===== src/verilog/cis_cfg.svh =====
// Address map, field layout, reset values and timing for the interrupt selector
`ifndef CIS_CFG_SVH
`define CIS_CFG_SVH

`define CIS_ADDR_SEL_HIGH   32'h019c0000
`define CIS_ADDR_SEL_LOW    32'h019c0004
`define CIS_ADDR_POLARITY   32'h019c0008
`define CIS_ADDR_STATUS     32'h019c000c
`define CIS_ADDR_MASK       32'h019c0010

`define CIS_SEL_WIDTH       5
`define CIS_FIELDS_PER_REG  6
`define CIS_FIELD_GAP_IDX   3
`define CIS_SEL_WMASK       32'h7fff7fff
`define CIS_RST_SEL_LOW     32'h250718a4
`define CIS_RST_SEL_HIGH    32'h08202d43

`define CIS_POL_WIDTH       4
`define CIS_RST_POLARITY    4'h0

`define CIS_NUM_LINES       16
`define CIS_FIRST_SEL_LINE  4
`define CIS_STAT_WMASK      16'hfff0
`define CIS_RST_MASK        16'h0000

`define CIS_SYNC_STAGES     2

`endif


===== src/verilog/cis_pkg.sv =====
// Types shared by the interrupt selector files
`default_nettype none
package cis_pkg;

    typedef enum logic [4:0] {
        SRC_HOST_TO_CORE = 5'h00,
        SRC_TIMER_ZERO   = 5'h01,
        SRC_TIMER_ONE    = 5'h02,
        SRC_REFRESH      = 5'h03,
        SRC_PIN4         = 5'h04,
        SRC_PIN5         = 5'h05,
        SRC_PIN6         = 5'h06,
        SRC_PIN7         = 5'h07,
        SRC_TRANSFER     = 5'h08,
        SRC_DEBUG_XFER   = 5'h09,
        SRC_DEBUG_RX     = 5'h0a,
        SRC_DEBUG_TX     = 5'h0b,
        SRC_SERIAL_TX    = 5'h0c,
        SRC_SERIAL_RX    = 5'h0d,
        SRC_PORT_PIN0    = 5'h10,
        SRC_TIMER_TWO    = 5'h13,
        SRC_TWO_WIRE     = 5'h16,
        SRC_NETWORK      = 5'h18,
        SRC_VIDEO_ONE    = 5'h1a,
        SRC_VIDEO_TWO    = 5'h1b,
        SRC_AUDIO_TX     = 5'h1c,
        SRC_AUDIO_RX     = 5'h1d
    } cis_src_type;

endpackage : cis_pkg
`default_nettype wire


===== src/verilog/cis_pin_cond.sv =====
// External interrupt pin conditioner: synchroniser, polarity and edge detect
`timescale 1ns/100ps
`default_nettype none
`include "cis_cfg.svh"

module cis_pin_cond
(
    input  wire logic pclk,
    input  wire logic presetn,
    input  wire logic pce,
    input  wire logic pin,
    input  wire logic falling_sel,
    output var  logic event_o
);

    logic sync1_r;
    logic sync2_r;
    logic active_prev_r;
    logic event_r;
    wire  logic active_now;

    // Falling-edge mode turns the pin round, so one detector serves both
    assign active_now = sync2_r ^ falling_sel;
    assign event_o    = event_r;

    always_ff @(posedge pclk or negedge presetn)
    begin
        if (!presetn)
        begin
            sync1_r       <= 1'b0;
            sync2_r       <= 1'b0;
            active_prev_r <= 1'b0;
            event_r       <= 1'b0;
        end
        else if (pce)
        begin
            sync1_r       <= pin;
            sync2_r       <= sync1_r;
            active_prev_r <= active_now;
            event_r       <= active_now & ~active_prev_r;
        end
    end

endmodule : cis_pin_cond
`default_nettype wire


===== src/verilog/cis_selector.sv =====
// Interrupt selector: routes event sources onto sixteen core interrupt lines
//
// What this block does
// Sixteen prioritized lines go to the core, line 0 highest and for reset, line 15 lowest.
// Lines 0 to 3 are fixed with no selector: 0 reset, 1 non-maskable, 2 and 3 always low.
// Lines 4 to 15 are each driven by the source named by their selector field.
// The low select register holds fields for lines 4 to 9 at 4:0, 9:5, 14:10, 20:16, 25:21, 30:26.
// The high select register holds fields for lines 10 to 15 at the same bit positions.
// Lines 4 to 9 reset to codes 4, 5, 6, 7, 8 and 9.
// Lines 10 to 15 reset to codes 3, 10, 11, 0, 1 and 2.
// Codes 4 to 7 route the shared port or external pin events 4 to 7, code 3 the refresh timer.
// Code 8 routes the combined transfer controller event.
// Codes 9, 10 and 11 route the debug transfer, debug exchange receive and transmit events.
// The remaining peripheral codes decode to host, timers, serial, port pin 0, bus, network, video, audio.
// Software never writes a reserved code; such a code selects nothing.
// The polarity register picks the active edge of external pins 4 to 7 before selection.
// Bits 15 and 31 of the select registers read zero; polarity resets to rising edges.
// A new selector value drives its line from the next clock cycle.
`timescale 1ns/100ps
`default_nettype none
`include "cis_cfg.svh"

module cis_selector
#(
    parameter int NUM_EXT_PINS = `CIS_POL_WIDTH
)
(
    input  wire logic        pclk,
    input  wire logic        presetn,
    input  wire logic        pce,
    input  wire logic        psel,
    input  wire logic        penable,
    input  wire logic        pwrite,
    input  wire logic [31:0] paddr,
    input  wire logic [31:0] pwdata,
    output var  logic [31:0] prdata,
    output var  logic        pready,
    output var  logic        pslverr,
    input  wire logic        core_reset_event,
    input  wire logic        nmi_pin,
    input  wire logic [3:0]  ext_pin_event,
    input  wire logic [3:0]  port_pin_event,
    input  wire logic        port_pin0_event,
    input  wire logic        host_to_core_event,
    input  wire logic        timer_zero_event,
    input  wire logic        timer_one_event,
    input  wire logic        timer_two_event,
    input  wire logic        refresh_timer_event,
    input  wire logic        transfer_ctrl_event,
    input  wire logic        debug_transfer_event,
    input  wire logic        debug_exchange_rx_event,
    input  wire logic        debug_exchange_tx_event,
    input  wire logic        serial_port_tx_event,
    input  wire logic        serial_port_rx_event,
    input  wire logic        two_wire_event,
    input  wire logic        network_mgmt_event,
    input  wire logic        video_port_one_event,
    input  wire logic        video_port_two_event,
    input  wire logic        audio_tx_event,
    input  wire logic        audio_rx_event,
    output var  logic [15:0] cpu_int,
    output var  logic        irq
);

    localparam int NSEL = `CIS_NUM_LINES - `CIS_FIRST_SEL_LINE;
    localparam int SW   = `CIS_SEL_WIDTH;

    if (NUM_EXT_PINS != `CIS_POL_WIDTH)
    begin : g_bad_pins
        $error("cis_selector serves exactly four external pins");
    end

    logic [31:0] sel_high_r;
    logic [31:0] sel_low_r;
    logic [3:0]  polarity_r;
    logic [15:0] status_r;
    logic [15:0] mask_r;
    logic [15:0] cpu_int_r;
    logic        irq_r;
    logic [31:0] prdata_r;
    logic        pready_r;
    logic        pslverr_r;
    logic        nmi_sync1_r;
    logic        nmi_sync2_r;
    logic [31:0] src_vec;

    wire logic [3:0]  ext_cond;
    wire logic [SW-1:0] sel_field [NSEL];
    wire logic [15:0] cpu_int_nxt;
    wire logic [15:0] status_nxt;
    wire logic [15:0] int_rise;
    wire logic        hit_high;
    wire logic        hit_low;
    wire logic        hit_pol;
    wire logic        hit_stat;
    wire logic        hit_mask;
    wire logic        hit_any;
    wire logic        acc_phase;
    wire logic        acc_done;
    wire logic        wr_done;
    wire logic        rd_done;
    wire logic [31:0] rd_data;

    // each pin passes its polarity before it meets the selector
    for (genvar p = 0; p < NUM_EXT_PINS; p++)
    begin : g_pin
        cis_pin_cond u_cond
        (
            .pclk        (pclk),
            .presetn     (presetn),
            .pce         (pce),
            .pin         (ext_pin_event[p]),
            .falling_sel (polarity_r[p]),
            .event_o     (ext_cond[p])
        );
    end

    // unlisted codes leave their bit low
    always_comb
    begin
        src_vec = 32'h00000000;
        src_vec[cis_pkg::SRC_HOST_TO_CORE] = host_to_core_event;
        src_vec[cis_pkg::SRC_TIMER_ZERO]   = timer_zero_event;
        src_vec[cis_pkg::SRC_TIMER_ONE]    = timer_one_event;
        src_vec[cis_pkg::SRC_REFRESH]      = refresh_timer_event;
        src_vec[cis_pkg::SRC_PIN4]         = port_pin_event[0] | ext_cond[0];
        src_vec[cis_pkg::SRC_PIN5]         = port_pin_event[1] | ext_cond[1];
        src_vec[cis_pkg::SRC_PIN6]         = port_pin_event[2] | ext_cond[2];
        src_vec[cis_pkg::SRC_PIN7]         = port_pin_event[3] | ext_cond[3];
        src_vec[cis_pkg::SRC_TRANSFER]     = transfer_ctrl_event;
        src_vec[cis_pkg::SRC_DEBUG_XFER]   = debug_transfer_event;
        src_vec[cis_pkg::SRC_DEBUG_RX]     = debug_exchange_rx_event;
        src_vec[cis_pkg::SRC_DEBUG_TX]     = debug_exchange_tx_event;
        src_vec[cis_pkg::SRC_SERIAL_TX]    = serial_port_tx_event;
        src_vec[cis_pkg::SRC_SERIAL_RX]    = serial_port_rx_event;
        src_vec[cis_pkg::SRC_PORT_PIN0]    = port_pin0_event;
        src_vec[cis_pkg::SRC_TIMER_TWO]    = timer_two_event;
        src_vec[cis_pkg::SRC_TWO_WIRE]     = two_wire_event;
        src_vec[cis_pkg::SRC_NETWORK]      = network_mgmt_event;
        src_vec[cis_pkg::SRC_VIDEO_ONE]    = video_port_one_event;
        src_vec[cis_pkg::SRC_VIDEO_TWO]    = video_port_two_event;
        src_vec[cis_pkg::SRC_AUDIO_TX]     = audio_tx_event;
        src_vec[cis_pkg::SRC_AUDIO_RX]     = audio_rx_event;
    end

    // Field k of a register sits at k*5, shifted up one past bit 15
    for (genvar j = 0; j < NSEL; j++)
    begin : g_line
        localparam int K   = j % `CIS_FIELDS_PER_REG;
        localparam int LSB = K * SW + ((K >= `CIS_FIELD_GAP_IDX) ? 1 : 0);
        if (j < `CIS_FIELDS_PER_REG)
        begin : g_low
            assign sel_field[j] = sel_low_r[LSB +: SW];
        end
        else
        begin : g_high
            assign sel_field[j] = sel_high_r[LSB +: SW];
        end
        assign cpu_int_nxt[j + `CIS_FIRST_SEL_LINE] = src_vec[sel_field[j]];
    end

    // fixed lines take no selector
    assign cpu_int_nxt[0] = core_reset_event;
    assign cpu_int_nxt[1] = nmi_sync2_r;
    assign cpu_int_nxt[2] = 1'b0;
    assign cpu_int_nxt[3] = 1'b0;

    assign int_rise = cpu_int_nxt & ~cpu_int_r & `CIS_STAT_WMASK;

    // Bus decode
    assign hit_high  = paddr == `CIS_ADDR_SEL_HIGH;
    assign hit_low   = paddr == `CIS_ADDR_SEL_LOW;
    assign hit_pol   = paddr == `CIS_ADDR_POLARITY;
    assign hit_stat  = paddr == `CIS_ADDR_STATUS;
    assign hit_mask  = paddr == `CIS_ADDR_MASK;
    assign hit_any   = hit_high | hit_low | hit_pol | hit_stat | hit_mask;
    assign acc_phase = psel & penable;
    assign acc_done  = acc_phase & pready_r;
    assign wr_done   = acc_done & pwrite & hit_any;
    assign rd_done   = acc_done & ~pwrite;

    assign rd_data = hit_high ? sel_high_r :
                     hit_low  ? sel_low_r :
                     hit_pol  ? {28'h0000000, polarity_r} :
                     hit_stat ? {16'h0000, status_r} :
                     hit_mask ? {16'h0000, mask_r} : 32'h00000000;

    // Clear only what the read returned, so a bit set during the access survives
    assign status_nxt = ((rd_done & hit_stat) ? (status_r & ~prdata_r[15:0]) : status_r) | int_rise;

    assign prdata  = prdata_r;
    assign pready  = pready_r;
    assign pslverr = pslverr_r;
    assign cpu_int = cpu_int_r;
    assign irq     = irq_r;

    // Two-cycle access phase: answer is registered to keep outputs on flops
    always_ff @(posedge pclk or negedge presetn)
    begin
        if (!presetn)
        begin
            pready_r  <= 1'b0;
            pslverr_r <= 1'b0;
            prdata_r  <= 32'h00000000;
        end
        else if (pce)
        begin
            pready_r  <= acc_phase & ~pready_r;
            pslverr_r <= acc_phase & ~pready_r & ~hit_any;
            prdata_r  <= (acc_phase & ~pready_r & ~pwrite) ? rd_data : 32'h00000000;
        end
    end

    always_ff @(posedge pclk or negedge presetn)
    begin
        if (!presetn)
        begin
            sel_high_r <= `CIS_RST_SEL_HIGH;
            sel_low_r  <= `CIS_RST_SEL_LOW;
            polarity_r <= `CIS_RST_POLARITY;
            mask_r     <= `CIS_RST_MASK;
        end
        else if (pce && wr_done)
        begin
            if (hit_high)
                sel_high_r <= pwdata & `CIS_SEL_WMASK;
            if (hit_low)
                sel_low_r <= pwdata & `CIS_SEL_WMASK;
            if (hit_pol)
                polarity_r <= pwdata[3:0];
            if (hit_mask)
                mask_r <= pwdata[15:0] & `CIS_STAT_WMASK;
        end
    end

    // line register follows the selection one edge later
    always_ff @(posedge pclk or negedge presetn)
    begin
        if (!presetn)
        begin
            nmi_sync1_r <= 1'b0;
            nmi_sync2_r <= 1'b0;
            cpu_int_r   <= 16'h0000;
            status_r    <= 16'h0000;
            irq_r       <= 1'b0;
        end
        else if (pce)
        begin
            nmi_sync1_r <= nmi_pin;
            nmi_sync2_r <= nmi_sync1_r;
            cpu_int_r   <= cpu_int_nxt;
            status_r    <= status_nxt;
            irq_r       <= |(status_nxt & mask_r);
        end
    end
endmodule : cis_selector
`default_nettype wire


===== config.mk =====
export PLATFORM = sky130hd
export DESIGN_NAME = cis_selector
export DESIGN_NICKNAME = d
export VERILOG_FILES = /design/src/verilog/cis_pkg.sv /design/src/verilog/cis_pin_cond.sv /design/src/verilog/cis_selector.sv
export VERILOG_INCLUDE_DIRS = /design/src /design/src/verilog
export SDC_FILE = /design/constraint.sdc
export NUM_CORES = 1
export LEC_CHECK = 0
export BUFFER_PORTS_ARGS = -buffer_cell sky130_fd_sc_hd__buf_2
export CORE_AREA = 2 2 183 185
export DETAILED_ROUTE_END_ITERATION = 8
export DIE_AREA = 0 0 185 187
export PLACE_DENSITY = 0.55
export REMOVE_ABC_BUFFERS = 1
export SLEW_MARGIN = 20
export SYNTH_ARGS = -nofsm -noshare
export SYNTH_HDL_FRONTEND = slang
export SYNTH_HIERARCHICAL = 1
export SYNTH_SLANG_ARGS = --single-unit

===== constraint.sdc =====
create_clock -name pclk -period 7.1 [get_ports pclk]
set_clock_uncertainty 0.05 [all_clocks]
set_input_delay 1.065 -clock pclk [delete_from_list [all_inputs] [get_ports pclk]]
set_output_delay 1.065 -clock pclk [all_outputs]
set_load 0.005 [all_outputs]

After elaboration in Yosys (flattened, before gate mapping)
Cells that the tools add are included.
{"block": "classes", "n_lt_le_gt_ge": 12, "eq_ne": 5, "mux": 31, "bitwise": 38, "n_reduce_logical": 6}
{"cell": "$eq 32x25->1 const B", "n": 5}
{"cell": "$mux 31", "n": 3}
{"cell": "$lt 5x6->1 const B", "n": 12}
{"cell": "$mux 16", "n": 4}
{"cell": "$bmux 1 s5", "n": 12}
{"cell": "$and 16x16->16", "n": 3}
{"cell": "$not 16->16", "n": 2}
{"cell": "$or 16x16->16", "n": 1}
{"cell": "$reduce_or 16->1", "n": 1}
{"cell": "$and 1x1->1", "n": 13}
{"cell": "$mux 1", "n": 12}
{"cell": "$or 1x1->1", "n": 8}
{"cell": "$reduce_and 2->1", "n": 4}
{"cell": "$not 1->1", "n": 7}
{"cell": "$xor 1x1->1", "n": 4}
{"cell": "$logic_and 1x1->1", "n": 1}
{"block": "word_totals", "reg_bits": 159, "input_bits": 98}

Depth between registers and ports, before layout
{"block": "depth", "depth_word": 8, "ltp_mapped": 10, "depth_no_buf": 8}

By module
The synthesis kept the hierarchy.
{"module": "cis_selector", "instances": 1, "cells_per_inst": 853, "area_each_um2": 9062.4, "seq_area_each_um2": 3578.4}
{"module": "cis_pin_cond", "instances": 4, "cells_per_inst": 12, "area_each_um2": 156.4, "seq_area_each_um2": 100.1}

Worst setup path after synthesis
No wires, ideal clock.
{"block": "synth_timing", "kind": "input to register", "start": "input port_pin_event[1]", "end": "register irq_r, in the netlist irq", "setup_time_ns": 0.136, "arrival_ns": 2.781, "t_required_ns": 6.914, "setup_slack_ns": 4.134, "cell_stages": 8, "n_path_buf": 0, "cell_sequence": "or2_2 -> mux4_2 -> a211oi_1 -> nor3_1 -> a22o_1 -> a22o_1 -> a311oi_2 -> a31oi_1"}
{"block": "synth_between", "elab_chain_cells": 7, "elab_cells_between_ends": 29, "classes_between": "24 x mux; 4 x bitwise; 1 x reduce/logical"}
{"item": "from (decl)", "line": "cis_selector.sv:42", "text": "input wire logic [3:0] port_pin_event,"}
{"item": "$or 1x1->1 *", "line": "cis_selector.sv:127", "text": "src_vec[cis_pkg::SRC_PIN5] = port_pin_event[1] | ext_cond[1];"}
{"item": "$bmux 1 s5", "line": "cis_selector.sv:159", "text": "assign cpu_int_nxt[j + `CIS_FIRST_SEL_LINE] = src_vec[sel_field[j]];"}
{"item": "$mux 1 (implied by the code)", "line": "cis_selector.sv:159"}
{"item": "$and 16x16->16 *", "line": "cis_selector.sv:168", "text": "assign int_rise = cpu_int_nxt & ~cpu_int_r & `CIS_STAT_WMASK;"}
{"item": "$or 16x16->16 *", "line": "cis_selector.sv:189", "text": "assign status_nxt = ((rd_done & hit_stat) ? (status_r & ~prdata_r[15:0]) : status_r) | int_rise;"}
{"item": "$and 16x16->16 *", "line": "cis_selector.sv:253", "text": "irq_r <= |(status_nxt & mask_r);"}
{"item": "$reduce_or 16->1 *", "line": "cis_selector.sv:253"}
{"item": "to (signal assigned)", "line": "cis_selector.sv:253"}
{"item": "to (decl)", "line": "cis_selector.sv:79", "text": "logic irq_r;"}
Every way passes the cells marked *; elsewhere a longest branch is shown, timed or not. The select of a mux whose other input is x is not followed.
A chain may end at the register's enable or synchronous reset.

Worst setup path in the final report
{"block": "layout_timing", "start": "input paddr[27]", "end": "register mask_r[6]"}
{"block": "layout_between", "elab_chain_cells": 8, "elab_cells_between_ends": 12, "classes_between": "5 x eq/ne; 5 x bitwise; 2 x reduce/logical"}
{"item": "from (decl)", "line": "cis_selector.sv:34", "text": "input wire logic [31:0] paddr,"}
{"item": "$eq 32x25->1 (no source line)"}
{"item": "$or 1x1->1 (4 in series)", "line": "cis_selector.sv:176", "text": "assign hit_any = hit_high | hit_low | hit_pol | hit_stat | hit_mask;"}
{"item": "$and 1x1->1", "line": "cis_selector.sv:179", "text": "assign wr_done = acc_done & pwrite & hit_any;"}
{"item": "$logic_and 1x1->1", "line": "cis_selector.sv:223", "text": "else if (pce && wr_done)"}
{"item": "$reduce_and 2->1 (no source line) *"}
{"item": "to (signal assigned)", "line": "cis_selector.sv:221", "text": "mask_r <= `CIS_RST_MASK;"}
{"item": "to (signal assigned)", "line": "cis_selector.sv:232", "text": "mask_r <= pwdata[15:0] & `CIS_STAT_WMASK;"}
{"item": "to (decl)", "line": "cis_selector.sv:77", "text": "logic [15:0] mask_r;"}
Every way passes the cells marked *; elsewhere a longest branch is shown, timed or not.

==> flow_metrics.env <==
export IMPL_end_kind="register"
export IMPL_grt_pass1_vias=7843
export IMPL_final_nets=1090
export IMPL_postCtsSetupBuffers=0
export IMPL_synth_seq_cells=158
export IMPL_switchingPower_uw=574
export IMPL_dr_pass1_iters=7
export IMPL_core_sq_um=32900
export IMPL_die_y_um=187
export IMPL_ys_seq_area_frac=0.411
export IMPL_clk_pin_slew_ns=0.07
export IMPL_grt_usage=0.185
export IMPL_cts_buffers=17
export IMPL_start_kind="input port"
export IMPL_hpwl_um=22000
export IMPL_drcViolationCount=0
export IMPL_syn_inst=901
export IMPL_synthFlopType="dfrtp_1"
export IMPL_fin_crit_sh=0.548
export IMPL_die_w_um=185
export IMPL_slew_viol_final=0
export IMPL_p_clk_frac=0.453
export IMPL_cts_sinks=158
export IMPL_ant_nets=0
export IMPL_status="finished, final reports clean"
export IMPL_grt_overflow_total=0
export IMPL_peakVddDrop_v=0.000140
export IMPL_path_max_fanout=13
export IMPL_rows=67
export IMPL_cellPowerDensity_nw_per_um2=187
export IMPL_clock_path_buffers=2
export IMPL_finalSetupViolations=0
export IMPL_max_stage_delay_ns=0.69
export IMPL_yosys_warnings=6
export IMPL_worstPathRequired_ns=7.37
export IMPL_async_flop_share=1.00
export IMPL_gp_congestion=0.836
export IMPL_insertion_delay_ns=0.44
export IMPL_wl_um=31600
export IMPL_hold_viol=0
export IMPL_cts_htree_levels=4
export IMPL_post_drt_via_cell_ratio=5.44
export IMPL_cp_cell_sequence="buf_2, nor4_1, nand4_1, or2_1, nor2_1, and2_1, nand2_1, mux2_2"
export IMPL_cts_hold_buf=0
export IMPL_slowest_stage="nand2_1"
export IMPL_avgSynthCellArea_sq_um=10.8
export IMPL_combPwrFrac=0.102
export IMPL_crit_buf_inv=1
export IMPL_rsz0062_at_grt="no"
export IMPL_fin_setup_tns_ns=0
export IMPL_fillers=3394
export IMPL_grt_start_max_net_pins=97
export IMPL_synth_cell_type_count=73
export IMPL_wl_per_cell_um=21.7
export IMPL_leakagePower_nw=4.73
export IMPL_drt_iter0_drc=574
export IMPL_num_io_pins=149
export IMPL_grt_pass1_wl_um=48500
export IMPL_drive_gt1_frac=0.326
export IMPL_p_seq_frac=0.445
export IMPL_max_slew_worst_pin_slew_ns=0.948
export IMPL_ctsResizeCount=0
export IMPL_sw_frac_of_total=0.271
export IMPL_arrival_ns=4.16
export IMPL_syn2layout_area_growth_pct=16.8
export IMPL_port_buffers=144
export IMPL_hold_class="reg -> reg"
export IMPL_antenna_found_initial=5
export IMPL_root_buffer="clkbuf_16"
export IMPL_fmax_ghz=0.257
export IMPL_syn_cell_area_sq_um=9690
export IMPL_cts_tree="built"
export IMPL_synth_edff_count=0
export IMPL_maxCapViolCount=0
export IMPL_power_mw=2.12
export IMPL_start_util=0.295
export IMPL_cp_top_family="simple AND/OR/NAND/NOR gates"
export IMPL_period_needed_ns=3.89
export IMPL_worst_setup_path_type="in -> reg"
export IMPL_slew_limit_headroom=0.363
export IMPL_die_area_sq_um=34600
export IMPL_internal_power_mw=1.54
export IMPL_num_vias=7924
==> cell usage after synthesis, drive strengths merged (4+ instances only) <==
library cell,number,share of area
dfrtp,138,0.36
mux2,108,0.13
nand2,70,0.027
clkbuf,59,0.023
mux2i,44,0.045
a21oi,41,0.021
nor2,35,0.014
mux4,34,0.080
o21ai,34,0.018
o2bb2ai,31,0.028
inv,29,0.011
buf,25,0.015
nand2b,21,0.014
dfstp,20,0.054
nor3,15,0.0089
a31oi,12,0.0077
a222oi,10,0.010
a22oi,9,0.0070
nand3,9,0.0046
nor4b,9,0.0088
o22ai,9,0.0058
o31ai,9,0.0070
a211o,8,0.0072
nor2b,8,0.0052
nor4,8,0.0071
nand3b,7,0.0054
nor3b,7,0.0054
nand4,6,0.0039
nand4b,6,0.0054
or2,6,0.0039
a211oi,5,0.0044
a21boi,5,0.0039
a32o,5,0.0052
o221ai,5,0.0045
a32oi,4,0.0036
o211ai,4,0.0031
xnor2,4,0.0036
==> cell type report <==
type	instances	area, sq um	share of cell area
inverters	29	109	0.00962
clock buffers	18	429	0.0379
multi-input cells	632	5260	0.465
diodes	3	7.51	0.000664
repair buffers	154	802	0.0709
flip-flops and latches	158	3980	0.352
clock inverters	14	168	0.0148
well taps	448	561	0.0496
==> flip-flops by register name, summed over array words and instances (netlist names), 4 cells and up <==
register,cells
cpu_int,14
sel_low_r,30
sel_high_r,30
mask_r,12
g_pin.u_cond/active_prev_r,4
g_pin.u_cond/event_o,4
status_r,16
g_pin.u_cond/sync1_r,4
polarity_r,4
g_pin.u_cond/sync2_r,4
prdata,31
==> cell families after synthesis <==
kind of cell              after synthesis  share of synthesized area
and+or+nand+nor                       224                      0.126
AOI/OAI and AO/OA                     215                      0.159
muxes                                 186                      0.251
DFF                                   158                      0.411
buffers and inverters                 113                     0.0488
xor gates and xnor gates                4                    0.00362
other                                   1                   0.000387
==> stage by stage <==
stage	hold WS [ns]	cells	util	setup WS (ns)	instance area, sq um
floorplan	0.416	819	-	3.22	9330
global placement	0.415	1421	0.326	2.80	10700
detailed placement	0.422	1421	0.326	2.80	10700
CTS	0.439	1453	0.344	3.26	11300
global route	0.449	1453	0.344	3.06	11300
finish	0.431	1456	0.344	3.21	11300
==> layer usage <==
metal / GRT usage / routed length [um] / share of wire
met4: 0.0717 / 893 / 0.028
met5: 0 / 14 / 0.00044
met3: 0.0405 / 1870 / 0.059
met2: 0.307 / 15800 / 0.50
met1: 0.235 / 13100 / 0.41
==> final timing paths <==
check,start,slack [ns],depth (start not counted),end
setup / recovery,paddr[27],3.21,8,mask_r[6]
hold / removal,prdata[26],0.43,1,prdata[26]
setup reg to reg,pready,4.10,8,irq
hold reg to reg,prdata[26],0.43,1,prdata[26]
max in group asynchronous,presetn,4.91,2,prdata[10]
min in group asynchronous,presetn,0.67,1,prdata[19]
==> cells in the final DEF (no fill, tap or decap), types with 10 or more instances in the layout <==
master / Yosys / final
o21ai_0: 34 / 34
mux2i_1: 44 / 44
dfstp_2: 20 / 20
a222oi_1: 10 / 10
nor3_1: 14 / 13
dfrtp_1: 138 / 138
nand2b_1: 21 / 21
inv_1: 29 / 29
a21oi_1: 41 / 41
nor2_1: 35 / 35
a31oi_1: 12 / 12
mux2_2: 78 / 78
nand2_1: 70 / 70
mux2_1: 30 / 30
buf_4: 4 / 10
mux4_2: 31 / 31
buf_2: 15 / 143
o2bb2ai_1: 31 / 31
clkbuf_16: 0 / 17
==> power by group through the flow <==
stage	clock, mW	sequential, mW	combinational [mW]
after floorplan	0	0.954	0.0927
after global placement	0	0.959	0.214
after detailed placement	0	0.959	0.217
after CTS	0.985	0.942	0.218
after global routing	1.02	0.945	0.237
final	0.958	0.943	0.217
Note: power is estimated with default switching activity, not from simulation.
